<file path="src/hdl/param_table_params.svh">
// Constants of the basic flash parameter table store
`ifndef PARAM_TABLE_PARAMS_SVH
`define PARAM_TABLE_PARAMS_SVH
// ==========================================
// Bus map
`define OFF_PTR_WORD 8'h0C
`define OFF_W30 8'h30
`define OFF_W34 8'h34
`define OFF_W38 8'h38
`define OFF_W3C 8'h3C
`define OFF_W40 8'h40
`define OFF_W44 8'h44
`define OFF_W48 8'h48
`define OFF_W4C 8'h4C
`define OFF_W50 8'h50
`define OFF_W54 8'h54
`define OFF_DB_END 8'h58
`define OFF_BYTE_ADDR 8'h80
`define OFF_BYTE_DATA 8'h84
`define OFF_REJECT_CNT 8'h88
`define OFF_VARIANT 8'h8C
`define RESP_OKAY 2'h0
`define RESP_SLVERR 2'h2
`define RESP_DECERR 2'h3
`define BYTE_ADDR_RST 7'h30
`define BYTE_ADDR_MAX 7'h7F
`define REJECT_MAX 16'hFFFF
// ==========================================
// Table fields
`define PTR_ID_MSB 8'hFF
`define PTR_VALUE 24'h000030
`define RESERVED_BYTE 8'hFF
`define MIN_ERASE_4K 2'h1
`define WRITE_GRAN 1'h1
`define VOL_PROTECT 1'h0
`define VOL_WREN_SEL 1'h0
`define UNUSED3 3'h7
`define ERASE_4K_CMD 8'h20
`define FR_112 1'h1
`define ADDR_BYTES 2'h1
`define FR_MISC 5'h1F
`define DENSITY 32'h1FFFFFFF
`define QUAD_WAIT 5'h04
`define QUAD_MODE 3'h2
`define QUAD_CMD 8'hEB
`define SINGLE_ADDR_WAIT 5'h08
`define ZERO_MODE 3'h0
`define QO_CMD 8'h6B
`define DO_CMD 8'h3B
`define WAIT_NONE 5'h00
`define DIO_MODE 3'h4
`define DIO_CMD 8'hBB
`define FR_222 1'h0
`define FR_444 1'h1
`define CMD_ABSENT 8'hFF
`define SIZE_ABSENT 8'h00
`define ET1_SIZE 8'h0C
`define ET2_SIZE 8'h0F
`define ET2_CMD 8'h52
`define ET3_SIZE 8'h10
`define ET4_SIZE_LB 8'h12
`define BLOCK_ERASE_CMD 8'hD8
`define ERASE_MULT 4'h2
`define ET1_CNT 5'h06
`define ET2_CNT 5'h08
`define ET3_CNT 5'h0A
`define ET4_CNT_LB 5'h05
`define UNIT_16MS 2'h1
`define UNIT_NONE 2'h0
`endif

</file>
<file path="src/hdl/param_table_pkg.sv">
// Types shared by the parameter table store
package param_table_pkg;
  typedef enum logic [1:0] {wr_idle = 2'b01, wr_resp = 2'b10} wr_state_t;
  typedef enum logic [1:0] {rd_idle = 2'b01, rd_data = 2'b10} rd_state_t;
  typedef logic [1:0] axi_resp_t;
endpackage

</file>
<file path="src/hdl/param_word_table.sv">
// Word lookup of the parameter table by byte offset
`include "param_table_params.svh"
module param_word_table (
  // Build selection
  input wire logic large_block,
  // Lookup
  input wire logic [7:0] word_off,
  output logic [31:0] table_word,
  output logic table_hit
);
  // ==========================================
  // Constant store, no state
  always_comb begin
    table_hit = (word_off < `OFF_DB_END);
    case ({word_off[7:2], 2'b00})
      `OFF_PTR_WORD: table_word = {`PTR_ID_MSB, `PTR_VALUE};
      `OFF_W30: table_word = {`RESERVED_BYTE, `FR_MISC, `ADDR_BYTES, `FR_112,
        `ERASE_4K_CMD, `UNUSED3, `VOL_WREN_SEL, `VOL_PROTECT,
        `WRITE_GRAN, `MIN_ERASE_4K};
      `OFF_W34: table_word = `DENSITY;
      `OFF_W38: table_word = {`QO_CMD, `ZERO_MODE, `SINGLE_ADDR_WAIT,
        `QUAD_CMD, `QUAD_MODE, `QUAD_WAIT};
      `OFF_W3C: table_word = {`DIO_CMD, `DIO_MODE, `WAIT_NONE,
        `DO_CMD, `ZERO_MODE, `SINGLE_ADDR_WAIT};
      `OFF_W40: table_word = {{3{`RESERVED_BYTE}}, `UNUSED3, `FR_444, `UNUSED3, `FR_222};
      `OFF_W44: table_word = {`CMD_ABSENT, `ZERO_MODE, `WAIT_NONE, {2{`RESERVED_BYTE}}};
      `OFF_W48: table_word = {`QUAD_CMD, `QUAD_MODE, `QUAD_WAIT, {2{`RESERVED_BYTE}}};
      `OFF_W4C: table_word = {`ET2_CMD, `ET2_SIZE, `ERASE_4K_CMD, `ET1_SIZE};
      `OFF_W50: begin
        if (large_block) begin
          table_word = {`BLOCK_ERASE_CMD, `ET4_SIZE_LB, `CMD_ABSENT, `SIZE_ABSENT};
        end else begin
          table_word = {`CMD_ABSENT, `SIZE_ABSENT, `BLOCK_ERASE_CMD, `ET3_SIZE};
        end
      end
      `OFF_W54: begin
        if (large_block) begin
          table_word = {`UNIT_16MS, `ET4_CNT_LB, `UNIT_NONE, `WAIT_NONE,
            `UNIT_16MS, `ET2_CNT, `UNIT_16MS, `ET1_CNT, `ERASE_MULT};
        end else begin
          table_word = {`UNIT_NONE, `WAIT_NONE, `UNIT_16MS, `ET3_CNT,
            `UNIT_16MS, `ET2_CNT, `UNIT_16MS, `ET1_CNT, `ERASE_MULT};
        end
      end
      // Unlisted offsets read as all ones
      default: table_word = {4{`RESERVED_BYTE}};
    endcase
  end
endmodule

</file>
<file path="src/hdl/byte_lane_pick.sv">
// Picks one byte lane out of a table word
module byte_lane_pick (
  // Word in
  input wire logic [31:0] word_in,
  input wire logic [1:0] lane,
  // Byte out
  output logic [7:0] byte_out
);
  // ==========================================
  // Lowest address is the least significant lane
  always_comb begin
    case (lane)
      2'h0: byte_out = word_in[7:0];
      2'h1: byte_out = word_in[15:8];
      2'h2: byte_out = word_in[23:16];
      default: byte_out = word_in[31:24];
    endcase
  end
endmodule

</file>
<file path="src/hdl/sfdp_basic_param_rom.sv">
// AXI4-Lite slave serving the basic flash parameter table
`include "param_table_params.svh"
module sfdp_basic_param_rom
  import param_table_pkg::*;
#(
  parameter bit LARGE_BLOCK = 1'b0
) (
  // Clock and reset
  input wire logic ref_clk,
  input wire logic sys_rst,
  // Write address channel
  input wire logic awvalid,
  output logic awready,
  input wire logic [7:0] awaddr,
  input wire logic [2:0] awprot,
  // Write data channel
  input wire logic wvalid,
  output logic wready,
  input wire logic [31:0] wdata,
  input wire logic [3:0] wstrb,
  // Write response channel
  output logic bvalid,
  input wire logic bready,
  output logic [1:0] bresp,
  // Read address channel
  input wire logic arvalid,
  output logic arready,
  input wire logic [7:0] araddr,
  input wire logic [2:0] arprot,
  // Read data channel
  output logic rvalid,
  input wire logic rready,
  output logic [31:0] rdata,
  output logic [1:0] rresp
);
  // ==========================================
  // Decode helpers
  function automatic logic in_table(input logic [7:0] a);
    in_table = (a < `OFF_DB_END);
  endfunction

  function automatic logic in_ctrl(input logic [7:0] a);
    in_ctrl = (a == `OFF_BYTE_ADDR) || (a == `OFF_BYTE_DATA) ||
              (a == `OFF_REJECT_CNT) || (a == `OFF_VARIANT);
  endfunction

  function automatic axi_resp_t wr_resp_of(input logic [7:0] a);
    if (a == `OFF_BYTE_ADDR || a == `OFF_REJECT_CNT) begin
      wr_resp_of = `RESP_OKAY;
    end else if (in_table(a) || in_ctrl(a)) begin
      wr_resp_of = `RESP_SLVERR;
    end else begin
      wr_resp_of = `RESP_DECERR;
    end
  endfunction

  // ==========================================
  // State
  wr_state_t wr_state_reg;
  rd_state_t rd_state_reg;
  logic awready_reg;
  logic wready_reg;
  logic bvalid_reg;
  axi_resp_t bresp_reg;
  logic arready_reg;
  logic rvalid_reg;
  logic [31:0] rdata_reg;
  axi_resp_t rresp_reg;
  logic aw_got_reg;
  logic w_got_reg;
  logic [7:0] aw_addr_reg;
  logic [31:0] w_data_reg;
  logic [3:0] w_strb_reg;
  logic [6:0] byte_addr_reg;
  logic [15:0] reject_cnt_reg;

  logic aw_take;
  logic w_take;
  logic ar_take;
  logic b_done;
  logic r_done;
  logic wr_commit;
  axi_resp_t commit_resp;
  logic [31:0] bus_word;
  logic bus_hit;
  logic [31:0] ptr_word;
  logic [7:0] ptr_byte;
  logic [31:0] rd_word;
  axi_resp_t rd_resp;

  assign aw_take = awvalid && awready_reg;
  assign w_take = wvalid && wready_reg;
  assign ar_take = arvalid && arready_reg;
  assign b_done = bvalid_reg && bready;
  assign r_done = rvalid_reg && rready;
  assign wr_commit = (wr_state_reg == wr_idle) && aw_got_reg && w_got_reg;
  assign commit_resp = wr_resp_of(aw_addr_reg);

  // ==========================================
  // Table lookups: one for the bus, one for the byte window
  param_word_table bus_table (
    .large_block(LARGE_BLOCK),
    .word_off(araddr),
    .table_word(bus_word),
    .table_hit(bus_hit)
  );

  param_word_table byte_table (
    .large_block(LARGE_BLOCK),
    .word_off({1'b0, byte_addr_reg[6:2], 2'b00}),
    .table_word(ptr_word),
    .table_hit()
  );

  byte_lane_pick byte_pick (
    .word_in(ptr_word),
    .lane(byte_addr_reg[1:0]),
    .byte_out(ptr_byte)
  );

  // ==========================================
  // Read data mux
  always_comb begin
    rd_word = 32'h00000000;
    rd_resp = `RESP_OKAY;
    if (bus_hit) begin
      rd_word = bus_word;
    end else if (araddr == `OFF_BYTE_ADDR) begin
      rd_word = {25'h0000000, byte_addr_reg};
    end else if (araddr == `OFF_BYTE_DATA) begin
      rd_word = {24'h000000, ptr_byte};
    end else if (araddr == `OFF_REJECT_CNT) begin
      rd_word = {16'h0000, reject_cnt_reg};
    end else if (araddr == `OFF_VARIANT) begin
      rd_word = {31'h00000000, LARGE_BLOCK};
    end else begin
      rd_resp = `RESP_DECERR;
    end
  end

  // ==========================================
  // Write address capture
  // Ready drops once taken so a second address cannot overrun the first
  always_ff @(posedge ref_clk) begin
    if (sys_rst) begin
      awready_reg <= 1'b0;
      aw_got_reg <= 1'b0;
      aw_addr_reg <= 8'h00;
    end else if (aw_take) begin
      awready_reg <= 1'b0;
      aw_got_reg <= 1'b1;
      aw_addr_reg <= awaddr;
    end else if (b_done) begin
      awready_reg <= 1'b1;
      aw_got_reg <= 1'b0;
    end else if (!aw_got_reg) begin
      awready_reg <= 1'b1;
    end
  end

  // ==========================================
  // Write data capture
  always_ff @(posedge ref_clk) begin
    if (sys_rst) begin
      wready_reg <= 1'b0;
      w_got_reg <= 1'b0;
      w_data_reg <= 32'h00000000;
      w_strb_reg <= 4'h0;
    end else if (w_take) begin
      wready_reg <= 1'b0;
      w_got_reg <= 1'b1;
      w_data_reg <= wdata;
      w_strb_reg <= wstrb;
    end else if (b_done) begin
      wready_reg <= 1'b1;
      w_got_reg <= 1'b0;
    end else if (!w_got_reg) begin
      wready_reg <= 1'b1;
    end
  end

  // ==========================================
  // Write response
  always_ff @(posedge ref_clk) begin
    if (sys_rst) begin
      wr_state_reg <= wr_idle;
      bvalid_reg <= 1'b0;
      bresp_reg <= `RESP_OKAY;
    end else begin
      unique case (wr_state_reg)
        wr_idle: begin
          if (wr_commit) begin
            wr_state_reg <= wr_resp;
            bvalid_reg <= 1'b1;
            bresp_reg <= commit_resp;
          end
        end
        wr_resp: begin
          if (b_done) begin
            wr_state_reg <= wr_idle;
            bvalid_reg <= 1'b0;
          end
        end
      endcase
    end
  end

  // ==========================================
  // Read channel
  always_ff @(posedge ref_clk) begin
    if (sys_rst) begin
      rd_state_reg <= rd_idle;
      arready_reg <= 1'b0;
      rvalid_reg <= 1'b0;
      rdata_reg <= 32'h00000000;
      rresp_reg <= `RESP_OKAY;
    end else begin
      unique case (rd_state_reg)
        rd_idle: begin
          if (ar_take) begin
            rd_state_reg <= rd_data;
            arready_reg <= 1'b0;
            rvalid_reg <= 1'b1;
            rdata_reg <= rd_word;
            rresp_reg <= rd_resp;
          end else begin
            arready_reg <= 1'b1;
          end
        end
        rd_data: begin
          if (r_done) begin
            rd_state_reg <= rd_idle;
            rvalid_reg <= 1'b0;
            arready_reg <= 1'b1;
          end
        end
      endcase
    end
  end

  // ==========================================
  // Byte window pointer
  // Each data read below 7Fh steps to the next byte, like a serial stream
  always_ff @(posedge ref_clk) begin
    if (sys_rst) begin
      byte_addr_reg <= `BYTE_ADDR_RST;
    end else if (wr_commit && aw_addr_reg == `OFF_BYTE_ADDR && w_strb_reg[0]) begin
      byte_addr_reg <= w_data_reg[6:0];
    end else if (ar_take && araddr == `OFF_BYTE_DATA && byte_addr_reg != `BYTE_ADDR_MAX) begin
      byte_addr_reg <= byte_addr_reg + 7'h01;
    end
  end

  // ==========================================
  // Refused write counter, saturates
  always_ff @(posedge ref_clk) begin
    if (sys_rst) begin
      reject_cnt_reg <= 16'h0000;
    end else if (wr_commit && aw_addr_reg == `OFF_REJECT_CNT && w_strb_reg[0]) begin
      reject_cnt_reg <= 16'h0000;
    end else if (wr_commit && commit_resp != `RESP_OKAY && reject_cnt_reg != `REJECT_MAX) begin
      reject_cnt_reg <= reject_cnt_reg + 16'h0001;
    end
  end

  // ==========================================
  // Outputs
  assign awready = awready_reg;
  assign wready = wready_reg;
  assign bvalid = bvalid_reg;
  assign bresp = bresp_reg;
  assign arready = arready_reg;
  assign rvalid = rvalid_reg;
  assign rdata = rdata_reg;
  assign rresp = rresp_reg;
endmodule

</file>
<file path="config.mk">
export PLATFORM = sky130hd
export DESIGN_NAME = sfdp_basic_param_rom
export DESIGN_NICKNAME = d
export VERILOG_FILES = /design/src/hdl/param_table_pkg.sv /design/src/hdl/param_word_table.sv /design/src/hdl/byte_lane_pick.sv /design/src/hdl/sfdp_basic_param_rom.sv
export VERILOG_INCLUDE_DIRS = /design/src /design/src/hdl
export SDC_FILE = /design/constraint.sdc
export NUM_CORES = 1
export LEC_CHECK = 0
export BUFFER_PORTS_ARGS = -buffer_cell sky130_fd_sc_hd__buf_2
export CAP_MARGIN = 40
export CORE_MARGIN = 5
export CORE_UTILIZATION = 40
export CTS_BUF_LIST = sky130_fd_sc_hd__clkbuf_8
export DETAILED_ROUTE_END_ITERATION = 16
export GPL_TIMING_DRIVEN = 1
export PLACE_DENSITY_LB_ADDON = 0.1
export RECOVER_POWER = 50
export SETUP_SLACK_MARGIN = 0.05
export SYNTH_ARGS = -nofsm -noshare
export SYNTH_HDL_FRONTEND = slang
export SYNTH_SLANG_ARGS = --single-unit
</file>
<file path="constraint.sdc">
create_clock -name ref_clk -period 2.83 [get_ports ref_clk]
set_input_delay 0.283 -clock ref_clk [delete_from_list [all_inputs] [get_ports ref_clk]]
set_output_delay 0.283 -clock ref_clk [all_outputs]
set_load 0.005 [all_outputs]
</file>
==> results of run 1 <==
[metal layers]
metal / part of all wire / track usage / up-vias
met3: 0.065 / 0.0424 / 25
met5: 0 / 0 / -
li1: - / - / 2636
met4: 0.020 / 0.0805 / 0
met1: 0.46 / 0.291 / 2465
met2: 0.45 / 0.334 / 200
[worst max-delay path: stages, from the launching register on]
cell and delay (ps):
dfxtp_1 330, or4b_4 550, or3_1 340, or3_1 560
o311a_2 220, nor3_1 160
[worst paths after layout]
path                          startpoint                       endpoint  slack (ps)  depth (start not counted)
max reg2reg  aw_addr_reg[5]$_SDFFE_PP0P_  byte_addr_reg[6]$_SDFFE_PP0P_         590                          5
min                               rready   rd_state_reg[1]$_SDFFE_PP0P_         140                          2
min reg2reg       rdata[26]$_SDFFE_PP0P_         rdata[26]$_SDFFE_PP0P_         450                          2
max          aw_addr_reg[5]$_SDFFE_PP0P_  byte_addr_reg[6]$_SDFFE_PP0P_         590                          5
[logic make-up after synthesis]
family	Yosys count	share of synthesized area
AO/OA/AOI/OAI	225	0.280
XOR/XNOR	22	0.0383
adder cells (fa/ha/maj)	5	0.0124
buffers and inverters	72	0.0569
flip-flops	82	0.326
multiplexers	5	0.0102
AND/OR/NAND/NOR	277	0.276
[cells in the final DEF (no fill, tap or decap), drive strengths merged, types with 12 or more instances in the layout]
cell type	instances
o21ai	47
inv	20
nor2b	12
nand2b	16
nand3	18
o22ai	15
nor2	61
nor3	19
xnor2	19
a21oi	76
nand2	89
dfxtp	82
buf	76
a211oi	18
clkbuf	32
[layout make-up]
type / instances / area, um^2
multi-input combinational: 534 / 3110
clock inverter: 6 / 60.1
clock buffer: 9 / 124
sequential: 82 / 1640
tap: 172 / 215
fill: 1322 / 6710
inverter: 19 / 71.3
timing repair buffer: 99 / 537
[power by group]
part / switching [uW] / internal [uW] / leakage [uW]
registers: 31.2 / 1200 / 0.000666
clock network: 433 / 398 / 0.0000963
logic: 199 / 118 / 0.00124
total: 664 / 1720 / 0.00201
[metrics by stage]
| step | instance area, um^2 | worst slack, ps |
|---|---|---|
| after floorplan | 5040 | 711 |
| after global placement | 5600 | 533 |
| after detailed placement | 5600 | 501 |
| after CTS | 5790 | 567 |
| after global routing | 5760 | 420 |
| final | 5760 | 594 |
==> impl_metrics.ini, run 1 <==
[routing]
drt-initial-drc-count = 528
drt_pass1_iterations = 5
post_drt_wl_per_cell_um = 16.9
ant_nets = 0
drt-total-wl_um = 15500
vias = 5326
routed_via_density = 5.78
drc = 0

[sta]
setup_viol = 0
hold_violations = 0
holdWs_ps = 142
rsz0062_at_grt = no
drv_slew = 0
min_period_ps = 2240
worst_slew_margin_rel = 0.619
worst_pin_slew_ps = 571
fin_setup_tns_ps = 0
finClkSkew_ps = 6.68
min_period_over_period = 0.790
clock.fmax_mhz = 447

[synthesis]
synth_nets = 758
yosys_register_bits = 82
syn_area_mm2 = 0.00504
synth-edff-count = 0
avgSynthCellArea_um2 = 7.32
synth_top_cell_by_area = dfxtp_1
ys_async_sr_fraction = 0
synth_flop_cell = dfxtp_1
yosys.cell_count.top_type = nand2_1
synthTopCellsByCount = 89 x nand2_1, 82 x dfxtp_1, 76 x a21oi_1
syn_inst = 688
synth_cell_type_count = 69
ys_warn_count = 0
synth.area.top_cells = dfxtp_1 33%, a21oi_1 7.6%, nand2_1 6.6%
synth_top_area_frac = 0.326
ys_seq_area_frac = 0.326

[floorplan]
coreArea_mm2 = 0.0125
num_io_pins = 106
die_h_um = 122
num_rows = 41
die_w_um = 122
start_util = 0.404
die_area_mm2 = 0.0149

[grt]
grt_max_degree = 38
track_usage = 0.213
grt_pass1_vias = 5164
antenna_found_initial = 0
grt_pass1_wl_um = 25800
grt_overflow = 0

[pwr]
power.leakage_uw = 0.00201
power_uw = 2380
ir_drop_uv = 369
power_density_mw_per_mm2 = 413

[critical_path]
cp.arrival_ps = 2520
critPathCaptureType = flip-flop
critPathKind = flip-flop to flip-flop
critPathMaxFanout = 14
start_kind = flip-flop
required_ps = 3120

[layout]
antenna_cells = 0
fin_nets = 815
utilization = 0.462
area_growth_pct = 14.3
largest_reg_flops = 31
drive_gt1_frac = 0.138
final_cells = 921

[status]
status = completed

[cts]
clockBufferDepth = 2
root_buffer = clkbuf_8
cts_buffers = 9
clk_latency_ps = 360
cts_setup_buffers = 0
htreeDepth = 3
cts_tree = done
clock_sinks = 82
postCtsHoldBufs = 0
cts_resized = 0
cts.clk_slew.worst_paths_ps = 80

[place]
dp_hpwl_um = 11500
dp_cells = 906
port_buffers = 71
place_congestion = 0.916

[job]
max_cap_viol_count = 0

[worst_hold_path]
hold_class = primary input to flip-flop
Power figures use the tool's default switching activity.
==> inputs of run 2 (changes only) <==
--- a/config.mk
+++ b/config.mk
@@ -6,6 +6,7 @@
 export SDC_FILE = /design/constraint.sdc
 export NUM_CORES = 1
 export LEC_CHECK = 0
+export ABC_AREA = 1
 export BUFFER_PORTS_ARGS = -buffer_cell sky130_fd_sc_hd__buf_2
 export CAP_MARGIN = 40
 export CORE_MARGIN = 5
==> constraint.sdc (replaced) <==
create_clock -name ref_clk -period 2.35 [get_ports ref_clk]
set_input_delay 0.235 -clock ref_clk [delete_from_list [all_inputs] [get_ports ref_clk]]
set_output_delay 0.235 -clock ref_clk [all_outputs]
set_load 0.005 [all_outputs]
==> impl_metrics.ini, run 2 <==
[sta]
rsz0062_at_grt = no
setup_viol = 0
worst_slew_margin_rel = 0.547
min_period_over_period = 0.874
hold_violations = 0
clock.fmax_mhz = 487
drv_slew = 0
finClkSkew_ps = 18.5
worst_pin_slew_ps = 678
min_period_ps = 2050
fin_setup_tns_ps = 0

[floorplan]
die_area_mm2 = 0.0139
num_io_pins = 106
coreArea_mm2 = 0.0114
die_h_um = 118
die_w_um = 118
start_util = 0.409
num_rows = 39

[cts]
htreeDepth = 3
clock_sinks = 82
cts_setup_buffers = 0
cts.clk_slew.worst_paths_ps = 100
clockBufferDepth = 2
cts_resized = 0
cts_tree = done
postCtsHoldBufs = 0
clk_latency_ps = 390
cts_buffers = 9
root_buffer = clkbuf_8

[layout]
layout_common_cells = 152 x nand2_1, 81 x inv_1, 81 x dfxtp_1
post-route-cell-area_mm2 = 0.00543
final_cells = 933
area_growth_pct = 16.1
drive_gt1_frac = 0.158
utilization = 0.475
largest_reg_flops = 31
fin_nets = 855
antenna_cells = 0
final_common_cell = nand2_1

[pwr]
ir_drop_uv = 486
power_density_mw_per_mm2 = 519
swShare = 0.274
power.leakage_uw = 0.00239
power_frac_comb = 0.111
p_seq_frac = 0.530
p_int_uw = 2040
p_clk_frac = 0.360
switchingPower_uw = 771
power_uw = 2820

[grt]
antenna_found_initial = 0
track_usage = 0.197
grt_pass1_wl_um = 22900
grt_pass1_vias = 4673
grt_overflow = 0
grt_max_degree = 36

[routing]
drt-total-wl_um = 13800
ant_nets = 0
routed_via_density = 5.27
drt_pass1_iterations = 5
drc = 0
vias = 4921
drt-initial-drc-count = 347
post_drt_wl_per_cell_um = 14.8

[job]
max_cap_viol_count = 0

[synthesis]
yosys_register_bits = 82
synth_flop_cell = dfxtp_1
synth_cell_type_count = 46
yosys.cell_count.top_type = nand2_1
ys_async_sr_fraction = 0
synthTopCellsByCount = 152 x nand2_1, 82 x dfxtp_1, 80 x inv_1
synth_top_area_frac = 0.351
synth.area.top_cells = dfxtp_1 35%, nand2_1 12%, a21oi_1 6.7%
synth-edff-count = 0
avgSynthCellArea_um2 = 6.66
ys_warn_count = 0
synth_nets = 772
synth_top_cell_by_area = dfxtp_1
ys_seq_area_frac = 0.351
syn_inst = 702
syn_area_mm2 = 0.00467

[status]
status = completed

[place]
place_congestion = 0.925
dp_hpwl_um = 10700
placedInstanceArea_mm2 = 0.00528
dp_cells = 917
port_buffers = 71

[critical_path]
cp_common_cell = nand3_1
slowest_stage = dfxtp_1
slowest_delay_ps = 390
critPathKind = flip-flop to flip-flop
cp_cell_sequence = inv_2 > nand3_1 > a21oi_1 > nor2_4 > nand2_2 > nand3_1 > o21ai_0 > nand2_1 > o21ai_1 > nand3_1 > nand2_1 > a21oi_1
start_kind = flip-flop
cp.arrival_ps = 2320
critPathMaxFanout = 10
critPathCaptureType = flip-flop
required_ps = 2620

[worst_hold_path]
hold_class = primary input to flip-flop
==> run 2: changes by cell type in the layout (fill, tap and decap cells not counted), moves of 12 or more <==
cell | before | now
nand2_1 | 89 | 152
inv_1 | 20 | 81
nand3_1 | 18 | 50
xnor2_1 | 19 | 0
nor2_1 | 61 | 78
nand2b_1 | 16 | 0
a211oi_1 | 18 | 3
o22ai_1 | 15 | 0
a21oi_1 | 76 | 63
nor2b_1 | 12 | 0
==> run 2: final cells by class <==
cell class | instances | area (um^2)
clock buffer | 9 | 124
fill | 1223 | 5990
tap | 143 | 179
inverter | 89 | 334
sequential | 82 | 1640
clock inverter | 7 | 61.3
multi-input combinational | 508 | 2570
timing repair buffer | 95 | 518
==> run 2: path summary, 6_finish.rpt <==
kind                                 start                          end  slack (ps)  depth (start not counted)
min reg2reg     w_data_reg[6]$_SDFFE_PP0P_   w_data_reg[6]$_SDFFE_PP0P_         460                          2
max          byte_addr_reg[5]$_SDFFE_PP1P_        rdata[1]$_SDFFE_PP0P_         300                         12
min                              awaddr[5]  aw_addr_reg[5]$_SDFFE_PP0P_         120                          3
max reg2reg  byte_addr_reg[5]$_SDFFE_PP1P_        rdata[1]$_SDFFE_PP0P_         300                         12
==> run 2: through the flow <==
step / setup WS (ps) / hold slack (ps)
after floorplan: 571 / 369
final: 296 / 117
after global placement: 251 / 449
after detailed placement: 218 / 453
after global routing: 89.3 / 109
after CTS: 218 / 89.7
==> run 2: power groups by stage <==
stage / Combinational [uW] / Clock, uW / Sequential [uW]
2_1_floorplan: 198 / 0 / 1520
3_3_place_gp: 313 / 0 / 1520
3_5_place_dp: 318 / 0 / 1520
4_1_cts: 319 / 1040 / 1490
5_1_grt: 356 / 1110 / 1500
6_report: 311 / 1010 / 1490
==> run 2: kinds of logic (layout without fill, tap and decap cells) <==
group | Yosys count | after routing | share of synthesized area
xor+xnor | 4 | 4 | 0.00750
fa+ha+maj | 5 | 5 | 0.0134
buf+inv | 112 | 200 | 0.0980
compound gates | 162 | 162 | 0.202
simple gates | 337 | 337 | 0.327
flops | 82 | 82 | 0.351
==> run 2: metal layers <==
layer  track usage  up-vias  part of all wire
met2         0.299      122              0.44
li1              -     2518                 -
met3        0.0447       22             0.047
met4        0.0810        0             0.022
met1         0.270     2259              0.49
met5             0        -                 0
==> run 2: critical path: cells and delay by family (launching register included) <==
family | cells | cell delay [ps]
AO/OA/AOI/OAI | 4 | 670
buffers and inverters | 1 | 130
AND/OR/NAND/NOR | 7 | 770
flip-flops | 1 | 390
